**src/verilog/cidop_regs.vh**
```
// constants for the clear/invert/decrement execute block
// Functional notes
// - accumulator clear opcode zeroes the accumulator and sets zero flag, one cycle.
// - watchdog clear opcode pulses wdt_clr_o for one cycle and sets expiry and sleep flags.
// - invert opcode writes bitwise inverse of file register, updates zero flag.
// - destination bit 0 writes accumulator, 1 writes the addressed file register.
// - decrement opcode subtracts one, zero flag set on zero result, else cleared.
// - decrement-skip opcode writes decremented value, leaves zero, expiry and sleep flags unchanged.
// - decrement-skip zero result discards next instruction as NOP, two cycles.
// - file address is low seven opcode bits, destination bit just above.
`ifndef CIDOP_REGS_VH
`define CIDOP_REGS_VH

`define CIDOP_OP_ACC_CLR   14'h0140
`define CIDOP_OP_WDT_CLR   14'h1E04
`define CIDOP_OP_INV       6'h09
`define CIDOP_OP_DEC       6'h03
`define CIDOP_OP_DEC_SKIP  6'h0B

`define CIDOP_DST_BIT      7
`define CIDOP_ADDR_MSB     6

`define CIDOP_ADDR_CTRL    4'h0
`define CIDOP_ADDR_STATUS  4'h4
`define CIDOP_ADDR_ACC     4'h8

`define CIDOP_CTRL_EN_BIT  0
`define CIDOP_CTRL_RST     1'b1
`define CIDOP_ACC_RST      8'h00
`define CIDOP_ZERO_RST     1'b0
`define CIDOP_EXP_RST      1'b1
`define CIDOP_SLEEP_RST    1'b1

`define CIDOP_ST_ZERO      0
`define CIDOP_ST_EXP       1
`define CIDOP_ST_SLEEP     2
`define CIDOP_ST_SKIP      3

`endif

```
**src/verilog/cidop_exec.v**
```verilog
// execute stage for clear, invert and decrement instructions with apb view
//
// The implementer's own choices: the placing of the registers and register access over APB.
`include "cidop_regs.vh"
`default_nettype none

module cidop_exec (
  // clock and reset
  input  wire        clk_sys_i,
  input  wire        rst_i,
  // instruction stream, one instruction cycle per valid
  input  wire [13:0] instr_i,
  input  wire        instr_valid_i,
  input  wire [7:0]  freg_rdata_i,
  // file register write port
  output wire [6:0]  freg_waddr_o,
  output wire [7:0]  freg_wdata_o,
  output wire        freg_we_o,
  // core state
  output wire [7:0]  acc_o,
  output wire        zero_o,
  output wire        expiry_o,
  output wire        sleep_o,
  output wire        wdt_clr_o,
  output wire        skip_o,
  // apb slave
  input  wire        psel_i,
  input  wire        penable_i,
  input  wire        pwrite_i,
  input  wire [3:0]  paddr_i,
  input  wire [31:0] pwdata_i,
  output wire [31:0] prdata_o,
  output wire        pready_o,
  output wire        pslverr_o
);

  reg [6:0]  waddr_q;
  reg [7:0]  wdata_q;
  reg        we_q;
  reg [7:0]  acc_q;
  reg        zero_q;
  reg        exp_q;
  reg        sleep_q;
  reg        wdt_clr_q;
  reg        skip_q;
  reg        en_q;
  reg [31:0] prdata_q;
  reg        pready_q;
  reg        pslverr_q;

  // status word laid out by the field positions of the header
  reg [31:0] status_rd;
  always @* begin
    status_rd                  = 32'h0000_0000;
    status_rd[`CIDOP_ST_ZERO]  = zero_q;
    status_rd[`CIDOP_ST_EXP]   = exp_q;
    status_rd[`CIDOP_ST_SLEEP] = sleep_q;
    status_rd[`CIDOP_ST_SKIP]  = skip_q;
  end

  // destination and flag decisions for one instruction
  reg [7:0]  res_d;
  reg        wr_res_d;
  reg        upd_zero_d;
  reg        skip_d;

  // file address and destination bit sit in the low opcode bits
  wire [5:0] op_hi   = instr_i[13:8];
  wire       dst_f   = instr_i[`CIDOP_DST_BIT];
  wire [6:0] f_addr  = instr_i[`CIDOP_ADDR_MSB:0];
  wire       run     = instr_valid_i & en_q;
  // decrement wraps 00 to FF, the zero flag then reads clear
  wire [7:0] dec_val = freg_rdata_i - 8'h01;
  // the two operand-less opcodes are matched on the whole word,
  // so neighbouring encodings with the same high bits do nothing
  wire       op_acc_clr = (instr_i == `CIDOP_OP_ACC_CLR);
  wire       op_wdt_clr = (instr_i == `CIDOP_OP_WDT_CLR);

  // zero test shared by the flag update and the skip decision

  function is_zero;
    input [7:0] v;
    begin
      is_zero = (v == 8'h00);
    end
  endfunction

  // result, destination and flag choice for the operand opcodes
  always @* begin
    res_d      = 8'h00;
    wr_res_d   = 1'b0;
    upd_zero_d = 1'b0;
    skip_d     = 1'b0;
    case (op_hi)
      `CIDOP_OP_INV: begin
        res_d      = ~freg_rdata_i;
        wr_res_d   = 1'b1;
        upd_zero_d = 1'b1;
      end
      `CIDOP_OP_DEC: begin
        res_d      = dec_val;
        wr_res_d   = 1'b1;
        upd_zero_d = 1'b1;
      end
      `CIDOP_OP_DEC_SKIP: begin
        res_d      = dec_val;
        wr_res_d   = 1'b1;
        skip_d     = is_zero(dec_val);
      end
      // other opcodes, the two whole-word ones included, write nothing
      default: begin
        wr_res_d   = 1'b0;
      end
    endcase
  end

  // instruction execution; a pending skip swallows the next taken
  // slot whatever it holds, so two skips can never chain
  // with enable low nothing is taken, a pending skip waits too
  always @(posedge clk_sys_i) begin
    if (rst_i) begin
      waddr_q   <= 7'h00;
      wdata_q   <= 8'h00;
      we_q      <= 1'b0;
      acc_q     <= `CIDOP_ACC_RST;
      zero_q    <= `CIDOP_ZERO_RST;
      exp_q     <= `CIDOP_EXP_RST;
      sleep_q   <= `CIDOP_SLEEP_RST;
      wdt_clr_q <= 1'b0;
      skip_q    <= 1'b0;
    end else begin
      // the write strobe and the watchdog clear stand one cycle only
      we_q      <= 1'b0;
      wdt_clr_q <= 1'b0;
      if (run) begin
        if (skip_q) begin
          // discarded slot behaves as nop, second cycle of the skip
          skip_q <= 1'b0;
        end else begin
          skip_q <= skip_d;
          if (op_acc_clr) begin
            acc_q  <= 8'h00;
            zero_q <= 1'b1;
          end else if (op_wdt_clr) begin
            wdt_clr_q <= 1'b1;
            exp_q     <= 1'b1;
            sleep_q   <= 1'b1;
          end else if (wr_res_d) begin
            if (dst_f) begin
              waddr_q <= f_addr;
              wdata_q <= res_d;
              we_q    <= 1'b1;
            end else begin
              acc_q <= res_d;
            end
            if (upd_zero_d) begin
              zero_q <= is_zero(res_d);
            end
          end
        end
      end
    end
  end

  // apb slave, one wait state so every answer comes from a flop;
  // a write lands in the access cycle, on the same edge that raises pready
  // only the enable bit is writable, writes to status and acc drop silently
  wire acc_phase = psel_i & penable_i & ~pready_q;

  always @(posedge clk_sys_i) begin
    if (rst_i) begin
      // enable comes out of reset set so the core runs at once
      en_q      <= `CIDOP_CTRL_RST;
      prdata_q  <= 32'h0000_0000;
      pready_q  <= 1'b0;
      pslverr_q <= 1'b0;
    end else begin
      pready_q  <= acc_phase;
      pslverr_q <= 1'b0;
      prdata_q  <= 32'h0000_0000;
      if (acc_phase) begin
        case (paddr_i)
          `CIDOP_ADDR_CTRL: begin
            if (pwrite_i) begin
              en_q <= pwdata_i[`CIDOP_CTRL_EN_BIT];
            end else begin
              prdata_q <= {31'h0000_0000, en_q};
            end
          end
          // read-only words: a write is accepted and dropped
          `CIDOP_ADDR_STATUS: begin
            if (!pwrite_i) begin
              prdata_q <= status_rd;
            end
          end
          `CIDOP_ADDR_ACC: begin
            if (!pwrite_i) begin
              prdata_q <= {24'h00_0000, acc_q};
            end
          end
          // unmapped offsets answer with an error and zero data
          default: begin
            pslverr_q <= 1'b1;
          end
        endcase
      end
    end
  end

  // every output comes straight from its flop
  assign freg_waddr_o = waddr_q;
  assign freg_wdata_o = wdata_q;
  assign freg_we_o    = we_q;
  assign acc_o        = acc_q;
  assign zero_o       = zero_q;
  assign expiry_o     = exp_q;
  assign sleep_o      = sleep_q;
  assign wdt_clr_o    = wdt_clr_q;
  assign skip_o       = skip_q;
  assign prdata_o     = prdata_q;
  assign pready_o     = pready_q;
  assign pslverr_o    = pslverr_q;

endmodule

`default_nettype wire

```
**config.mk**
```make
export PLATFORM = sky130hd
export DESIGN_NAME = cidop_exec
export DESIGN_NICKNAME = d
export VERILOG_FILES = /design/src/verilog/cidop_exec.v
export VERILOG_INCLUDE_DIRS = /design/src /design/src/verilog
export SDC_FILE = /design/constraint.sdc
export NUM_CORES = 1
export LEC_CHECK = 0
export ABC_CLOCK_PERIOD_IN_PS = 3400
export BUFFER_PORTS_ARGS = -buffer_cell sky130_fd_sc_hd__buf_2
export CORE_ASPECT_RATIO = 1.75
export CORE_UTILIZATION = 46
export CTS_CLUSTER_SIZE = 16
export DETAILED_ROUTE_END_ITERATION = 10
export GPL_TIMING_DRIVEN = 0
export PLACE_DENSITY = 0.93
export SYNTH_ARGS = -nofsm -noshare
export SYNTH_HDL_FRONTEND = slang
export SYNTH_SLANG_ARGS = --single-unit
export TNS_END_PERCENT = 50
```
**constraint.sdc**
```tcl
create_clock -name clk_sys_i -period 3.4 [get_ports clk_sys_i]
set_input_delay 0.34 -clock clk_sys_i [delete_from_list [all_inputs] [get_ports clk_sys_i]]
set_output_delay 0.34 -clock clk_sys_i [all_outputs]
set_load 0.01 [all_outputs]
```
==> impl_metrics.env <==
export IMPL_hold_viol_final=0
export IMPL_setup_ws_ns=1.16
export IMPL_clk_pin_slew_ns=0.07
export IMPL_vias=2090
export IMPL_drc=0
export IMPL_cp_required_ns=3.64
export IMPL_hold_start="pwdata_i[0]"
export IMPL_grt_pass1_vias=1941
export IMPL_die_area_um2=4630
export IMPL_synthArstFlopShare_pct=0
export IMPL_ir_worst_vdd_mv=0.261
export IMPL_start_util_pct=48.3
export IMPL_antenna_found_initial=0
export IMPL_dp_slack_ns=0.956
export IMPL_cts_sinks=38
export IMPL_yosysTopAreaCellShare_pct=38.0
export IMPL_numCtsBuffers=5
export IMPL_worstMarginPinSlew_ns=1.17
export IMPL_swShare_pct=25.9
export IMPL_crit_family="simple AND/OR/NAND/NOR gates"
export IMPL_setup_viol=0
export IMPL_syn_area_per_cell_um2=8.21
export IMPL_r2r_slack_ns=1.38
export IMPL_cts_setup_buffers=0
export IMPL_crit_arrival_ns=2.48
export IMPL_rsz0062_at_grt="no"
export IMPL_grt_pass1_wl_mm=8.25
export IMPL_cts_hold_buffers=0
export IMPL_clock_root_buffer="clkbuf_8"
export IMPL_p_switching_mw=0.233
export IMPL_ys_seq_elements=38
export IMPL_die_w_um=51.9
export IMPL_critPathMaxStageDelay_ns=0.95
export IMPL_yosys_warnings=0
export IMPL_vias_per_cell=5.32
export IMPL_yosysTopAreaCell="dfxtp_1"
export IMPL_dpl_cell_area_um2=2490
export IMPL_fp_row_count=31
export IMPL_multiInputGateArea_um2=1090
export IMPL_first_pass_iters=5
export IMPL_maxSlewHeadroom_pct=21.1
export IMPL_clkPwrFrac_pct=35.4
export IMPL_leakage_nw=1.26
export IMPL_fmax_mhz=446
export IMPL_wirelength_mm=5.20
export IMPL_ys_flop_type="dfxtp_1"
export IMPL_wire_per_inst_um=13.2
export IMPL_grt_total_usage_pct=24.0
export IMPL_area_delta_synth_final_pct=29.1
export IMPL_final_area_um2=2590
export IMPL_setup_tns_ns=0
export IMPL_ys_seq_area_share_pct=38.0
export IMPL_seq_power_share_pct=49.9
export IMPL_worstPathMaxFanout=7
export IMPL_endpoint_kind="flop"
export IMPL_hold_depth=2
export IMPL_yosys_top_cells_count="dfxtp_1 (38), nor2_1 (29), buf_4 (26), nand2_1 (24), a21oi_1 (18)"
export IMPL_outcome="completed"
export IMPL_fin_util_pct=62.3
export IMPL_syn_cell_area_um2=2000
export IMPL_num_antenna_cells=0
export IMPL_internal_power_mw=0.670
export IMPL_path_buf_inv=1
export IMPL_cts_resized=0
export IMPL_cts_tree="done"
export IMPL_finalCritPeriodShare_pct=65.9
export IMPL_core_um2=4150
export IMPL_n_fill_cell=368
export IMPL_min_to="en_q"
export IMPL_ys_types=46
export IMPL_finClkSkew_ns=0.00301
export IMPL_rr_startpoint="en_q"
export IMPL_cts_buffer_depth=2
export IMPL_htreeDepth=2
export IMPL_drv_cap=0
export IMPL_synth_edf_count=0
export IMPL_postRouteAntennaNets=0
export IMPL_synthCells=244
export IMPL_fin_crit_ns=2.24
export IMPL_combPwrFrac_pct=14.7
export IMPL_synth_most_common_cell="dfxtp_1"
export IMPL_crit_type="input pin to flop"
export IMPL_maxSlewViolCount=0
export IMPL_slowest_stage="nor4_1"
export IMPL_dp_hpwl_mm=4.13
export IMPL_first_iter_violations=70
export IMPL_critical_path_cell_chain="buf_2 > nand2b_1 > nor4_1 > a21oi_1 > o21ai_0 > nor2b_1 > o22a_2"
export IMPL_die_h_um=89.3
export IMPL_seq_area_um2=761
export IMPL_io_pins=127
export IMPL_r2r_end="acc_o[1]"
export IMPL_layout_drive_gt1_share_pct=34.6
export IMPL_grt_remaining_overflow=0
export IMPL_gp_congestion=0.993
export IMPL_fin_nets=409
export IMPL_io_buffers=68
export IMPL_powerDensity_nw_per_um2=349
export IMPL_insertion_delay_ns=0.29
export IMPL_hp_class="input pin to flop"
export IMPL_r2r_cells=5
export IMPL_ys_top_cells_by_area="dfxtp_1 (38%), buf_4 (9.7%), nor2_1 (5.4%)"
export IMPL_grt_max_degree=12
export IMPL_startpoint_type="input pin"
-- power groups by stage --
stage / clock [mW] / combinational [mW] / sequential [mW]
2_1_floorplan: 0 / 0.0810 / 0.463
3_3_place_gp: 0 / 0.126 / 0.461
3_5_place_dp: 0 / 0.129 / 0.461
4_1_cts: 0.321 / 0.129 / 0.451
5_1_grt: 0.333 / 0.146 / 0.451
6_report: 0.320 / 0.132 / 0.451
-- registers in the layout, summed over array words and instances (netlist names) --
register	count
acc_o	8
en_q	1
freg_waddr_o	7
freg_wdata_o	8
freg_we_o	1
prdata_o	8
pready_o	1
pslverr_o	1
skip_o	1
wdt_clr_o	1
zero_o	1
-- routing by layer --
metal  track usage [%]  vias to the layer above  share of wire (%)
li1                  -                     1008                  -
met1              23.1                      939                 35
met2              42.9                      122                 52
met3              4.08                       21                8.1
met4              19.9                        0                4.9
met5                 0                        -                  0
-- final cells by class --
cell class	count	share of cell area (%)
multi-input combinational	192	42.1
sequential	38	29.4
timing repair buffer	68	13.2
buffer	33	8.66
clock buffer	7	3.34
tap	49	2.37
inverter	5	0.726
clock inverter	1	0.194
-- cells by family (layout without fill, tap and decap cells) --
logic type               count (synthesis)  count (layout)  share of synthesized area [%]
flip-flops                              38              38                           38.0
AO/OA/AOI/OAI                           62              62                           21.5
XOR/XNOR                                 1               1                          0.437
buffers and inverters                   38             114                           12.1
adder cells (fa/ha/maj)                  2               2                           1.25
multiplexers                             3               3                           1.50
AND/OR/NAND/NOR                         98              98                           24.8
other                                    2              26                          0.375
-- metrics by stage --
| step | power (mW) | std cells | hold WS, ns |
|---|---|---|---|
| floorplan | 0.544 | 268 | 0.436 |
| global placement | 0.587 | 385 | 0.442 |
| detailed placement | 0.590 | 385 | 0.445 |
| CTS | 0.901 | 393 | 0.284 |
| global route | 0.930 | 393 | 0.299 |
| finish | 0.903 | 393 | 0.288 |
-- cell usage in the layout (no fill, tap or decap), types with 2 or more instances in the layout --
master	n
a211oi_1	6
a21o_1	3
a21oi_1	18
a22oi_1	2
and2_1	4
and3_1	2
buf_2	70
buf_4	26
clkbuf_1	6
clkbuf_8	6
conb_1	26
dfxtp_1	38
ha_1	2
inv_1	5
mux2i_1	3
nand2_1	24
nand2b_1	4
nand3_1	3
nand4_1	3
nor2_1	29
nor2b_1	6
nor3_1	4
nor4_1	4
nor4_2	2
o21ai_0	13
o22a_2	6
o22ai_1	3
or2_2	4
or4_1	3
-- how the worst max path moves through the flow --
stage	start	end	slack, ns	depth (start not counted)
finish	instr_i[9]	acc_o[2]	1.16	7
global route	instr_i[9]	acc_o[2]	1.12	7
CTS	instr_i[4]	acc_o[1]	1.26	7
detailed placement	instr_i[4]	acc_o[2]	0.96	7
global placement	instr_i[4]	acc_o[5]	1.03	7
floorplan	instr_i[4]	acc_o[4]	1.46	6
No activity file was read; power rests on OpenSTA's default activity.
